<file path="src/include/cssp_pkg.sv">
// Package: constants and types for the serial slave pointer block
package cssp_pkg;
  localparam logic [3:0] ADDR_PATTERN   = 4'hA;
  localparam logic [7:0] CMD_BLOCK_WR   = 8'hC0;
  localparam logic [7:0] CMD_BLOCK_RD   = 8'hC1;
  localparam logic [7:0] CMD_REBOOT     = 8'hC4;
  localparam logic [7:0] REG_FIRST      = 8'h00;
  localparam logic [7:0] REG_LAST       = 8'h2F;
  localparam logic [7:0] USR_FIRST      = 8'h40;
  localparam logic [7:0] USR_LAST       = 8'h7F;
  localparam logic [7:0] CEE_FIRST      = 8'h80;
  localparam logic [7:0] CEE_LAST       = 8'hB7;
  localparam logic [7:0] CEE_MEANINGFUL = 8'hAE;
  localparam logic [7:0] BLOCK_COUNT    = 8'h10;
  localparam logic [7:0] PTR_RESET      = 8'h00;
  localparam int CLK_PERIOD_NS          = 10;
  localparam int CFG_LATENCY_NS         = 5000;
  localparam int THR_LATENCY_NS         = 150000;
  // Shorter configuration time counts one cycle less
  localparam int CFG_LATENCY_CYC        = CFG_LATENCY_NS / CLK_PERIOD_NS - 1;
  localparam int THR_LATENCY_CYC        = THR_LATENCY_NS / CLK_PERIOD_NS;
  localparam logic [5:0] DL_WORDS       = 6'h30;
  localparam logic [7:0] THR_REG_LAST   = 8'h07;
  typedef enum logic [3:0] {
    CSSP_IDLE    = 4'h0,
    CSSP_DEVADR  = 4'h1,
    CSSP_CMD     = 4'h2,
    CSSP_COUNT   = 4'h3,
    CSSP_WDATA   = 4'h4,
    CSSP_RDATA   = 4'h5,
    CSSP_RACK    = 4'h6,
    CSSP_IGNORE  = 4'h7
  } cssp_state_type;
endpackage

</file>
<file path="src/include/cssp_byte_if.sv">
// Interface: byte stream between the core and the two-entry buffer
`timescale 1ns/10ps
interface cssp_byte_if;
  logic       valid;
  logic       ready;
  logic [7:0] data;
  modport src (output valid, output data, input ready);
  modport snk (input valid, input data, output ready);
endinterface

</file>
<file path="src/hdl/cssp_skid.sv">
// Two-entry buffer on the read data path
`timescale 1ns/10ps
module cssp_skid #(
  parameter int WIDTH = 8,
  parameter int DEPTH = 2
) (
  input  wire logic  clk,
  input  wire logic  rstn,
  input  wire logic  flush,
  cssp_byte_if.snk   up,
  cssp_byte_if.src   dn
);
  logic [WIDTH-1:0]         mem_reg [DEPTH];
  logic [$clog2(DEPTH):0]   cnt_reg;
  logic [$clog2(DEPTH)-1:0] wp_reg;
  logic [$clog2(DEPTH)-1:0] rp_reg;
  logic                     push;
  logic                     pop;

  assign up.ready = (cnt_reg != DEPTH[$clog2(DEPTH):0]);
  assign dn.valid = (cnt_reg != '0);
  assign dn.data  = mem_reg[rp_reg];
  assign push     = up.valid && up.ready;
  assign pop      = dn.valid && dn.ready;

  always_ff @(posedge clk or negedge rstn)
  begin
    if (!rstn)
    begin
      cnt_reg <= '0;
      wp_reg  <= '0;
      rp_reg  <= '0;
    end
    else if (flush)
    begin
      cnt_reg <= '0;
      wp_reg  <= '0;
      rp_reg  <= '0;
    end
    else
    begin
      if (push)
        wp_reg <= wp_reg + 1'b1;
      if (pop)
        rp_reg <= rp_reg + 1'b1;
      if (push && !pop)
        cnt_reg <= cnt_reg + 1'b1;
      else if (pop && !push)
        cnt_reg <= cnt_reg - 1'b1;
    end
  end

  always_ff @(posedge clk)
  begin
    if (push)
      mem_reg[wp_reg] <= up.data;
  end
endmodule // cssp_skid

</file>
<file path="src/hdl/cssp_bit_sync.sv">
// Two-flop synchroniser with edge and condition detection for the bus pins
`timescale 1ns/10ps
module cssp_bit_sync (
  input  wire logic clk,
  input  wire logic rstn,
  input  wire logic scl_in,
  input  wire logic sda_in,
  output logic      scl_rise,
  output logic      scl_fall,
  output logic      start_det,
  output logic      stop_det,
  output logic      sda_s
);
  logic [1:0] scl_sync_reg;
  logic [1:0] sda_sync_reg;
  logic       scl_d_reg;
  logic       sda_d_reg;

  always_ff @(posedge clk or negedge rstn)
  begin
    if (!rstn)
    begin
      scl_sync_reg <= 2'h3;
      sda_sync_reg <= 2'h3;
      scl_d_reg    <= 1'b1;
      sda_d_reg    <= 1'b1;
    end
    else
    begin
      scl_sync_reg <= {scl_sync_reg[0], scl_in};
      sda_sync_reg <= {sda_sync_reg[0], sda_in};
      scl_d_reg    <= scl_sync_reg[1];
      sda_d_reg    <= sda_sync_reg[1];
    end
  end

  assign sda_s     = sda_d_reg;
  assign scl_rise  = scl_sync_reg[1] && !scl_d_reg;
  assign scl_fall  = !scl_sync_reg[1] && scl_d_reg;
  // Conditions only while the clock line stays high
  assign start_det = scl_sync_reg[1] && scl_d_reg
                     && !sda_sync_reg[1] && sda_d_reg;
  assign stop_det  = scl_sync_reg[1] && scl_d_reg
                     && sda_sync_reg[1] && !sda_d_reg;
endmodule // cssp_bit_sync

</file>
<file path="src/hdl/cssp_core.sv">
// Serial slave front end with pointer, memory spaces and boot download
`timescale 1ns/10ps
module cssp_core #(
  parameter int THR_CYC = cssp_pkg::THR_LATENCY_CYC
) (
  input  wire logic        clk,
  input  wire logic        rstn,
  input  wire logic        scl_in,
  input  wire logic        sda_in,
  output logic             sda_out,
  output logic             sda_oe,
  input  wire logic        addr_select_low_pin,
  input  wire logic        addr_select_high_pin,
  input  wire logic        supply_lockout_threshold,
  output logic             download_busy,
  output logic [8*48-1:0]  programmable_output
);
  cssp_pkg::cssp_state_type state_reg;
  logic [7:0]  cfg_reg  [48];
  logic [7:0]  act_reg  [48];
  logic [7:0]  ee_reg   [128];
  logic [7:0]  ptr_reg;
  logic [7:0]  shift_reg;
  logic [3:0]  bit_reg;
  logic        ack_reg;
  logic        drive_reg;
  logic        is_cmd_reg;
  logic        blkrd_reg;
  logic        blkwr_reg;
  logic        cnt_sent_reg;
  logic [4:0]  left_reg;
  logic        lock_s1_reg;
  logic        lock_s2_reg;
  logic        dl_reg;
  logic [5:0]  dl_idx_reg;
  logic [5:0]  lat_idx_reg;
  // Counter must hold the longer of the two latencies
  localparam int LAT_MAX = (THR_CYC > cssp_pkg::CFG_LATENCY_CYC)
                           ? THR_CYC : cssp_pkg::CFG_LATENCY_CYC;
  logic [$clog2(LAT_MAX+1)-1:0] lat_cnt_reg;
  logic        lat_pend_reg;
  logic        scl_rise, scl_fall, start_det, stop_det, sda_s;
  logic        flush;
  cssp_byte_if rd_if ();
  cssp_byte_if tx_if ();

  cssp_bit_sync u_sync (
    .clk       (clk),
    .rstn      (rstn),
    .scl_in    (scl_in),
    .sda_in    (sda_in),
    .scl_rise  (scl_rise),
    .scl_fall  (scl_fall),
    .start_det (start_det),
    .stop_det  (stop_det),
    .sda_s     (sda_s)
  );

  cssp_skid #(.WIDTH(8), .DEPTH(2)) u_buf (
    .clk   (clk),
    .rstn  (rstn),
    .flush (flush),
    .up    (rd_if),
    .dn    (tx_if)
  );

  function automatic logic ptr_legal(input logic [7:0] p);
    ptr_legal = (p <= cssp_pkg::REG_LAST)
             || (p >= cssp_pkg::USR_FIRST && p <= cssp_pkg::USR_LAST)
             || (p >= cssp_pkg::CEE_FIRST && p <= cssp_pkg::CEE_LAST);
  endfunction

  function automatic logic at_boundary(input logic [7:0] p);
    at_boundary = (p == cssp_pkg::REG_LAST) || (p == cssp_pkg::USR_LAST)
               || (p == cssp_pkg::CEE_LAST);
  endfunction

  function automatic logic [7:0] mem_read(input logic [7:0] p);
    if (p <= cssp_pkg::REG_LAST)
      mem_read = cfg_reg[p[5:0]];
    else if (p >= cssp_pkg::USR_FIRST && p <= cssp_pkg::CEE_LAST)
      mem_read = ee_reg[p[6:0] ^ 7'h40];
    else
      mem_read = 8'h00;
  endfunction

  wire logic busy = dl_reg;
  assign flush    = start_det || stop_det;
  assign download_busy = dl_reg;

  // Read side of the buffer: block count pushed, never popped since tx_if.ready is tied low
  assign rd_if.valid = (state_reg == cssp_pkg::CSSP_RDATA)
                       && blkrd_reg && !cnt_sent_reg;
  assign rd_if.data  = cssp_pkg::BLOCK_COUNT;
  assign tx_if.ready = 1'b0;

  // Supply lockout crosses from a pin: two flops before use
  always_ff @(posedge clk or negedge rstn)
  begin
    if (!rstn)
    begin
      lock_s1_reg <= 1'b0;
      lock_s2_reg <= 1'b0;
    end
    else
    begin
      lock_s1_reg <= supply_lockout_threshold;
      lock_s2_reg <= lock_s1_reg;
    end
  end

  // Download copies configuration EEPROM into the registers
  always_ff @(posedge clk or negedge rstn)
  begin
    if (!rstn)
    begin
      dl_reg     <= 1'b1;
      dl_idx_reg <= '0;
    end
    else if (state_reg == cssp_pkg::CSSP_CMD && bit_reg == 4'h8
             && scl_fall && shift_reg == cssp_pkg::CMD_REBOOT && !busy)
    begin
      dl_reg     <= 1'b1;
      dl_idx_reg <= '0;
    end
    else if (dl_reg && lock_s2_reg)
    begin
      if (dl_idx_reg == cssp_pkg::DL_WORDS - 6'h01)
        dl_reg <= 1'b0;
      dl_idx_reg <= dl_idx_reg + 6'h01;
    end
  end

  // Active copy lags configuration by the latency period
  always_ff @(posedge clk or negedge rstn)
  begin
    if (!rstn)
    begin
      lat_pend_reg <= 1'b0;
      lat_cnt_reg  <= '0;
      lat_idx_reg  <= '0;
    end
    else if (state_reg == cssp_pkg::CSSP_WDATA && bit_reg == 4'h8
             && scl_fall && ptr_reg <= cssp_pkg::REG_LAST)
    begin
      lat_pend_reg <= 1'b1;
      lat_idx_reg  <= ptr_reg[5:0];
      lat_cnt_reg  <= (ptr_reg <= cssp_pkg::THR_REG_LAST)
                      ? $bits(lat_cnt_reg)'(THR_CYC)
                      : $bits(lat_cnt_reg)'(cssp_pkg::CFG_LATENCY_CYC);
    end
    else if (lat_pend_reg)
    begin
      if (lat_cnt_reg == '0)
        lat_pend_reg <= 1'b0;
      else
        lat_cnt_reg <= lat_cnt_reg - 1'b1;
    end
  end

  genvar gi;
  generate
    for (gi = 0; gi < 48; gi++)
    begin : g_act
      always_ff @(posedge clk)
      begin
        if (dl_reg || (lat_pend_reg && lat_cnt_reg == '0
                       && lat_idx_reg == 6'(gi)))
          act_reg[gi] <= cfg_reg[gi];
      end
      assign programmable_output[8*gi +: 8] = act_reg[gi];
    end
  endgenerate

  // Memory writes: download into registers, serial data into spaces
  always_ff @(posedge clk)
  begin
    if (dl_reg && lock_s2_reg)
      cfg_reg[dl_idx_reg] <= ee_reg[{1'b1, dl_idx_reg}];
    else if (state_reg == cssp_pkg::CSSP_WDATA && bit_reg == 4'h8
             && scl_fall)
    begin
      if (ptr_reg < cssp_pkg::REG_LAST)
        cfg_reg[ptr_reg[5:0]] <= shift_reg;
      else if (ptr_reg >= cssp_pkg::USR_FIRST && ptr_reg <= cssp_pkg::CEE_LAST)
        ee_reg[ptr_reg[6:0] ^ 7'h40] <= shift_reg;
    end
  end

  // Protocol engine
  always_ff @(posedge clk or negedge rstn)
  begin
    if (!rstn)
    begin
      state_reg    <= cssp_pkg::CSSP_IDLE;
      ptr_reg      <= cssp_pkg::PTR_RESET;
      shift_reg    <= 8'h00;
      bit_reg      <= 4'h0;
      ack_reg      <= 1'b0;
      drive_reg    <= 1'b0;
      blkrd_reg    <= 1'b0;
      blkwr_reg    <= 1'b0;
      cnt_sent_reg <= 1'b0;
      left_reg     <= 5'h00;
    end
    else if (stop_det)
    begin
      state_reg <= cssp_pkg::CSSP_IDLE;
      drive_reg <= 1'b0;
      blkwr_reg <= 1'b0;
      blkrd_reg <= 1'b0;
    end
    else if (start_det)
    begin
      state_reg <= cssp_pkg::CSSP_DEVADR;
      bit_reg   <= 4'h0;
      drive_reg <= 1'b0;
    end
    else if (scl_rise && bit_reg < 4'h8)
    begin
      // Transmit byte shifts on the falling edge only
      if (state_reg != cssp_pkg::CSSP_RDATA)
        shift_reg <= {shift_reg[6:0], sda_s};
      bit_reg   <= bit_reg + 4'h1;
    end
    else if (scl_rise && bit_reg == 4'h8)
    begin
      bit_reg <= 4'h9;
      unique case (state_reg)
        cssp_pkg::CSSP_RDATA:
          // Own address acknowledge is not a completed read
          if (!ack_reg)
          begin
            if (sda_s || (blkrd_reg && cnt_sent_reg && left_reg == 5'h01))
              state_reg <= cssp_pkg::CSSP_IGNORE;
            if (!blkrd_reg || cnt_sent_reg)
            begin
              if (!at_boundary(ptr_reg))
                ptr_reg <= ptr_reg + 8'h01;
              left_reg <= left_reg - 5'h01;
            end
            cnt_sent_reg <= 1'b1;
          end
        default:
        begin
        end
      endcase
    end
    else if (scl_fall && bit_reg == 4'h8)
    begin
      // Decide acknowledge for the byte just received
      drive_reg <= 1'b0;
      ack_reg   <= 1'b0;
      unique case (state_reg)
        cssp_pkg::CSSP_DEVADR:
          if (shift_reg[7:4] == cssp_pkg::ADDR_PATTERN
              && shift_reg[3] == addr_select_high_pin
              && shift_reg[2] == addr_select_low_pin && !busy)
          begin
            ack_reg   <= 1'b1;
            drive_reg <= 1'b1;
            state_reg <= shift_reg[0] ? cssp_pkg::CSSP_RDATA
                                      : cssp_pkg::CSSP_CMD;
            cnt_sent_reg <= 1'b0;
            left_reg  <= 5'h10;
          end
          else
            state_reg <= cssp_pkg::CSSP_IGNORE;
        cssp_pkg::CSSP_CMD:
          if (busy)
            state_reg <= cssp_pkg::CSSP_IGNORE;
          else if (shift_reg == cssp_pkg::CMD_BLOCK_RD)
          begin
            ack_reg <= 1'b1; drive_reg <= 1'b1;
            blkrd_reg <= 1'b1;
            state_reg <= cssp_pkg::CSSP_IGNORE;
          end
          else if (shift_reg == cssp_pkg::CMD_BLOCK_WR)
          begin
            ack_reg <= 1'b1; drive_reg <= 1'b1;
            blkwr_reg <= 1'b1;
            state_reg <= cssp_pkg::CSSP_COUNT;
          end
          else if (shift_reg == cssp_pkg::CMD_REBOOT)
            state_reg <= cssp_pkg::CSSP_IGNORE;
          else if (ptr_legal(shift_reg))
          begin
            ack_reg <= 1'b1; drive_reg <= 1'b1;
            ptr_reg <= shift_reg;
            state_reg <= cssp_pkg::CSSP_WDATA;
            blkrd_reg <= 1'b0;
          end
          else
            state_reg <= cssp_pkg::CSSP_IGNORE;
        cssp_pkg::CSSP_COUNT:
        begin
          ack_reg <= 1'b1; drive_reg <= 1'b1;
          left_reg  <= shift_reg[4:0];
          state_reg <= cssp_pkg::CSSP_WDATA;
        end
        cssp_pkg::CSSP_WDATA:
        begin
          ack_reg <= 1'b1; drive_reg <= 1'b1;
          if (!blkwr_reg || left_reg != 5'h00)
          begin
            if (!at_boundary(ptr_reg))
              ptr_reg <= ptr_reg + 8'h01;
            left_reg <= left_reg - 5'h01;
          end
        end
        default:
        begin
        end
      endcase
    end
    else if (scl_fall && bit_reg == 4'h9)
    begin
      // Load next transmit byte or release the line
      bit_reg <= (state_reg == cssp_pkg::CSSP_RDATA) ? 4'h0 : 4'h0;
      if (state_reg == cssp_pkg::CSSP_RDATA)
      begin
        shift_reg <= (blkrd_reg && !cnt_sent_reg)
                     ? cssp_pkg::BLOCK_COUNT : mem_read(ptr_reg);
        drive_reg <= 1'b1;
      end
      else
        drive_reg <= 1'b0;
      ack_reg <= 1'b0;
    end
    else if (scl_fall && state_reg == cssp_pkg::CSSP_RDATA && bit_reg < 4'h8)
    begin
      shift_reg <= {shift_reg[6:0], 1'b1};
      drive_reg <= 1'b1;
    end
  end

  // Transmit shifts MSB first; a high bit releases the open-drain line
  assign sda_oe  = drive_reg && (ack_reg || (state_reg
                   == cssp_pkg::CSSP_RDATA && !shift_reg[7]));
  assign sda_out = 1'b0;

  a_nack_busy: assert property (@(posedge clk) disable iff (!rstn)
    dl_reg |-> !(ack_reg && drive_reg))
    else $error("acknowledge driven during download");
  a_ptr_stable: assert property (@(posedge clk) disable iff (!rstn)
    (state_reg == cssp_pkg::CSSP_IGNORE && !blkrd_reg && $stable(state_reg))
    |-> $stable(ptr_reg))
    else $error("pointer moved after nack");
  a_ptr_legal: assert property (@(posedge clk) disable iff (!rstn)
    ptr_legal(ptr_reg))
    else $error("pointer outside legal spaces");
  a_ptr_hold: assert property (@(posedge clk) disable iff (!rstn)
    (at_boundary(ptr_reg) && !(state_reg == cssp_pkg::CSSP_CMD)) |=>
    (ptr_reg == $past(ptr_reg) || $past(state_reg) == cssp_pkg::CSSP_CMD))
    else $error("pointer left boundary");
  a_stop_release: assert property (@(posedge clk) disable iff (!rstn)
    stop_det |=> !drive_reg)
    else $error("data still driven after stop");
  a_idle_release: assert property (@(posedge clk) disable iff (!rstn)
    (state_reg == cssp_pkg::CSSP_IDLE) |-> !sda_oe)
    else $error("data line pulled while bus idle");
endmodule // cssp_core

</file>
<file path="config.mk">
export PLATFORM = sky130hd
export DESIGN_NAME = cssp_core
export DESIGN_NICKNAME = d
export VERILOG_FILES = /design/src/include/cssp_pkg.sv /design/src/include/cssp_byte_if.sv /design/src/hdl/cssp_skid.sv /design/src/hdl/cssp_bit_sync.sv /design/src/hdl/cssp_core.sv
export SDC_FILE = /design/constraint.sdc
export NUM_CORES = 2
export LEC_CHECK = 0
export BUFFER_PORTS_ARGS = -buffer_cell sky130_fd_sc_hd__buf_2
export CORE_ASPECT_RATIO = 1.75
export CORE_MARGIN = 10
export CORE_UTILIZATION = 37
export CTS_BUF_LIST = sky130_fd_sc_hd__clkbuf_2 sky130_fd_sc_hd__clkbuf_4 sky130_fd_sc_hd__clkbuf_8
export DETAILED_ROUTE_END_ITERATION = 8
export GPL_TIMING_DRIVEN = 0
export PLACE_DENSITY = 0.57
export REMOVE_ABC_BUFFERS = 1
export SLEW_MARGIN = 20
export SYNTH_ARGS = -nofsm -noshare
export SYNTH_HDL_FRONTEND = slang
export SYNTH_SLANG_ARGS = --single-unit
</file>
<file path="constraint.sdc">
create_clock -name clk -period 3.9 [get_ports clk]
set_input_delay 0.39 -clock clk [delete_from_list [all_inputs] [get_ports clk]]
set_output_delay 0.39 -clock clk [all_outputs]
set_load 0.005 [all_outputs]
</file>
==> metrics.md <==
| Metric | Value |
|---|---|
| Worst-margin pin slew | 1.308 ns |
| Final hold violation count | 0 |
| DR WL/cell | about 37 um |
| # IOs | 394 |
| Placement Setup Slack | -1.357 ns |
| Nets | just under 5000 |
| Area of the core | around 200000 um2 |
| Synth cell types | 83 |
| DRC violations left | 0 |
| Initial DRC Count | 5618 |
| Internal | slightly above 30 mW |
| Failing checks | setup timing |
| Status | complete, but fails checks |
| WP data required | 4.74 ns |
| Final setup margin | -0.1664 ns |
| Crit path cell chain | buf_12 > buf_16 > buf_16 > buf_4 > buf_4 > bufbuf_16 > mux2_2 > a221oi_1 > o21ai_2 > and3b_1 > o311ai_0 > o311ai_0 |
| Area growth syn-to-layout | 18.95% |
| Clock Tree Root | clkbuf_8 |
| Fraction of registers with async set/reset | approximately 3.7% |
| Final Cell Area | 89640 um2 |
| Critical Path End Type | flop |
| Detailed-route via count | 47660 |
| I/O Buffers | between 300 and 400 |
| Fin Hold WS | 0.03876 ns |
| Slew Limit Fails | 0 |
| PwrDens | 450.2 nW/um2 |
| H-tree level count | 4 |
| Filler cells | 17670 |
| HPWL Detailed | ~190000 um |
| Skew final | 0.09526 ns |
| Leak | 28.57 nW |
| Clock buffer count from CTS | 244 |
| Synthesized area | 75360 um2 |
| Placed cell areas | 82070 um2 |
| Vias in the first global route | 48360 |
| Peak supply drop | 0.0002912 V |
| Seq pwr share | 58.2% |
| Switching pwr | 9.413 mW |
| Critical path class | flop to flop |
| Synth top area cells | edfxtp_1, mux4_2, dfrtp_1 |
| Sw frac | 23.32% |
| Initial antenna violation count | 19 |
| HP Class | input port to async pin |
| Relative slew slack | 12.78% |
| Crit path DAT | 4.91 ns |
| Yosys warning total | 0 |
| Yosys reg bits | 1877 |
| RSZ-0062 raised after global routing | yes |
| Top-count cell post-synth | edfxtp_1 |
| Clock Power Share | 36.7% |
| Seq/Total Area, Yosys | 74.34% |
| Register area | 56090 um2 |
| CTS tree | built |
| Setup TNS | -2.701 ns |
| Layout cells sized above 1 | 33.07% |
| Tcrit/Tclk final | 104.3% |
| Reg clk slew, reported paths | approximately 0.070 ns |
| Final wirelength | 288600 um |
| Max-cap viol count | 0 |
| Crit start category | flop |
| Area of the multi-input gates | roughly 20000 um2 |
| Critical-path top delay cell | o311ai_0 |
| Routability cong. | a little over 0.9 |
| Peak Freq | 245.9 MHz |
| Largest net degree at the start of global routing | between 70 and 80 |
| Die area | ~220000 um2 |
| Logic pwr share | 5.1% |
| Drt pass-1 iters | 6 |
| First-pass GRT wire length | 393600 um |
| Initial Util | 37.12% |
| Most common library cells after synthesis | edfxtp_1, nor2_1, mux4_2, nand2_1, a221oi_1 |
| Finished Core Util | 44.15% |
| Post-DR vias/cell | 6.120 |
| Die Width | 361.2 um |
| Post-synth EDFFs | approximately 1800 |
| Final setup vio count | 31 |
| DIE HEIGHT | 617.0 um |
| Cell count after synthesis | approximately 4300 |
| CP max FO | 20 |
| Largest register FFs | 1024 |
| Gr ovfl total | 0 |
| Row cnt | 219 |
| Post-synth top area share | 72.04% |
| Clk_lat worst skew | 1.03 ns |
| CP peak stage delay | roughly 0.50 ns |
| Syn_area_per_cell | 17.55 um2 |
| Clock tree buffer depth | 4 |
| R2r worst-path depth | 12 |
| Antenna-violating nets left | 0 |
| Main synth FF type | edfxtp_1 |
| Clock sink total | 1877 |
| All-layer global routing usage | 25.07% |
| Min Tclk post-route | 4.066 ns |
| Cell taking the most area after synthesis | edfxtp_1 |
## power by group through the flow
stage	Sequential, mW	Clock, mW	Combinational (mW)
3_5_place_dp	23.9	0	1.95
3_3_place_gp	24.9	0	0.869
5_1_grt	23.5	15.7	2.16
6_report	23.5	14.8	2.07
4_1_cts	23.5	14.9	2.03
2_1_floorplan	24.1	0	0.504
## critical path, delay by kind of cell, from the launching register on
family	cells	cell delay (ns)
flip-flops	1	0.47
buffers and inverters	6	1.31
multiplexers	1	0.38
AND/OR/NAND/NOR	1	0.26
AO/OA/AOI/OAI	4	1.45
## placed cells by master (no fill, tap or decap), drive strengths merged, types with 30 or more instances in the layout
master / netlist / final
a2111oi: 32 / 32
a21oi: 115 / 115
a221o: 35 / 35
a221oi: 159 / 159
a22o: 32 / 32
a22oi: 95 / 95
buf: 150 / 592
clkbuf: 149 / 329
clkinv: 1 / 96
conb: 1 / 65
dfrtp: 62 / 62
edfxtp: 1808 / 1808
mux2: 133 / 133
mux2i: 72 / 72
mux4: 244 / 244
nand2: 213 / 213
nand2b: 31 / 31
nor2: 315 / 315
nor3: 30 / 30
o211ai: 43 / 43
o21ai: 113 / 113
o221ai: 32 / 32
o22ai: 65 / 65
## stage by stage
step / instances / total power, mW
after global placement: 7104 / 25.78
final: 7788 / 40.36
after detailed placement: 7220 / 25.86
after CTS: 7745 / 40.41
after global routing: 7777 / 41.36
after floorplan: 4060 / 24.65
## cell type report
type	count	area share, %
clock inverters	111	0.8319
repair buffers	623	6.511
diodes	16	0.04466
inverters	26	0.1354
well taps	2652	3.701
multi-input cells	2159	21.70
clock buffers	324	4.507
flip-flops and latches	1877	62.57
## metal layers
layer	global-route usage, %	wire length, um	share of wire (%)
met1	24.90	88070	31
met2	43.31	143900	50
met3	5.648	24070	8.3
met4	22.97	32490	11
met5	0	96	0.033
## cell families (layout without fill, tap and decap cells)
| logic type | after synthesis | in the layout | share of synthesized area, % |
|---|---|---|---|
| AOI/OAI and AO/OA | 863 | 863 | 8.461 |
| xor gates and xnor gates | 17 | 17 | 0.1976 |
| adders and majority gates | 9 | 9 | 0.1494 |
| buffers and inverters | 325 | 1084 | 1.984 |
| DFF | 1877 | 1877 | 74.34 |
| muxes | 449 | 449 | 10.24 |
| other | 1 | 81 | 0.004976 |
| and+or+nand+nor | 754 | 756 | 4.624 |
## what timing repair did
item,in CTS,in global routing
cloned,23,4
pin swaps,13,8
gates resized for setup,258,42
hold endpoints to repair,72,0
hold buffers,5,0
buffers inserted,65,19
setup endpoints to repair,1801,906
## worst paths after layout
check | start | to | slack [ns]
min reg2reg | u_sync.sda_sync_reg[0] | u_sync.sda_sync_reg[1] | 0.35
min | rstn | u_sync.sda_s | 0.04
max reg2reg | ptr_reg[0] | shift_reg[4] | -0.17
min in group clk | scl_in | u_sync.scl_sync_reg[0] | 0.14
max in group asynchronous | rstn | bit_reg[0] | 2.70
max | ptr_reg[0] | shift_reg[4] | -0.17
No activity file was read; power rests on OpenSTA's default activity.
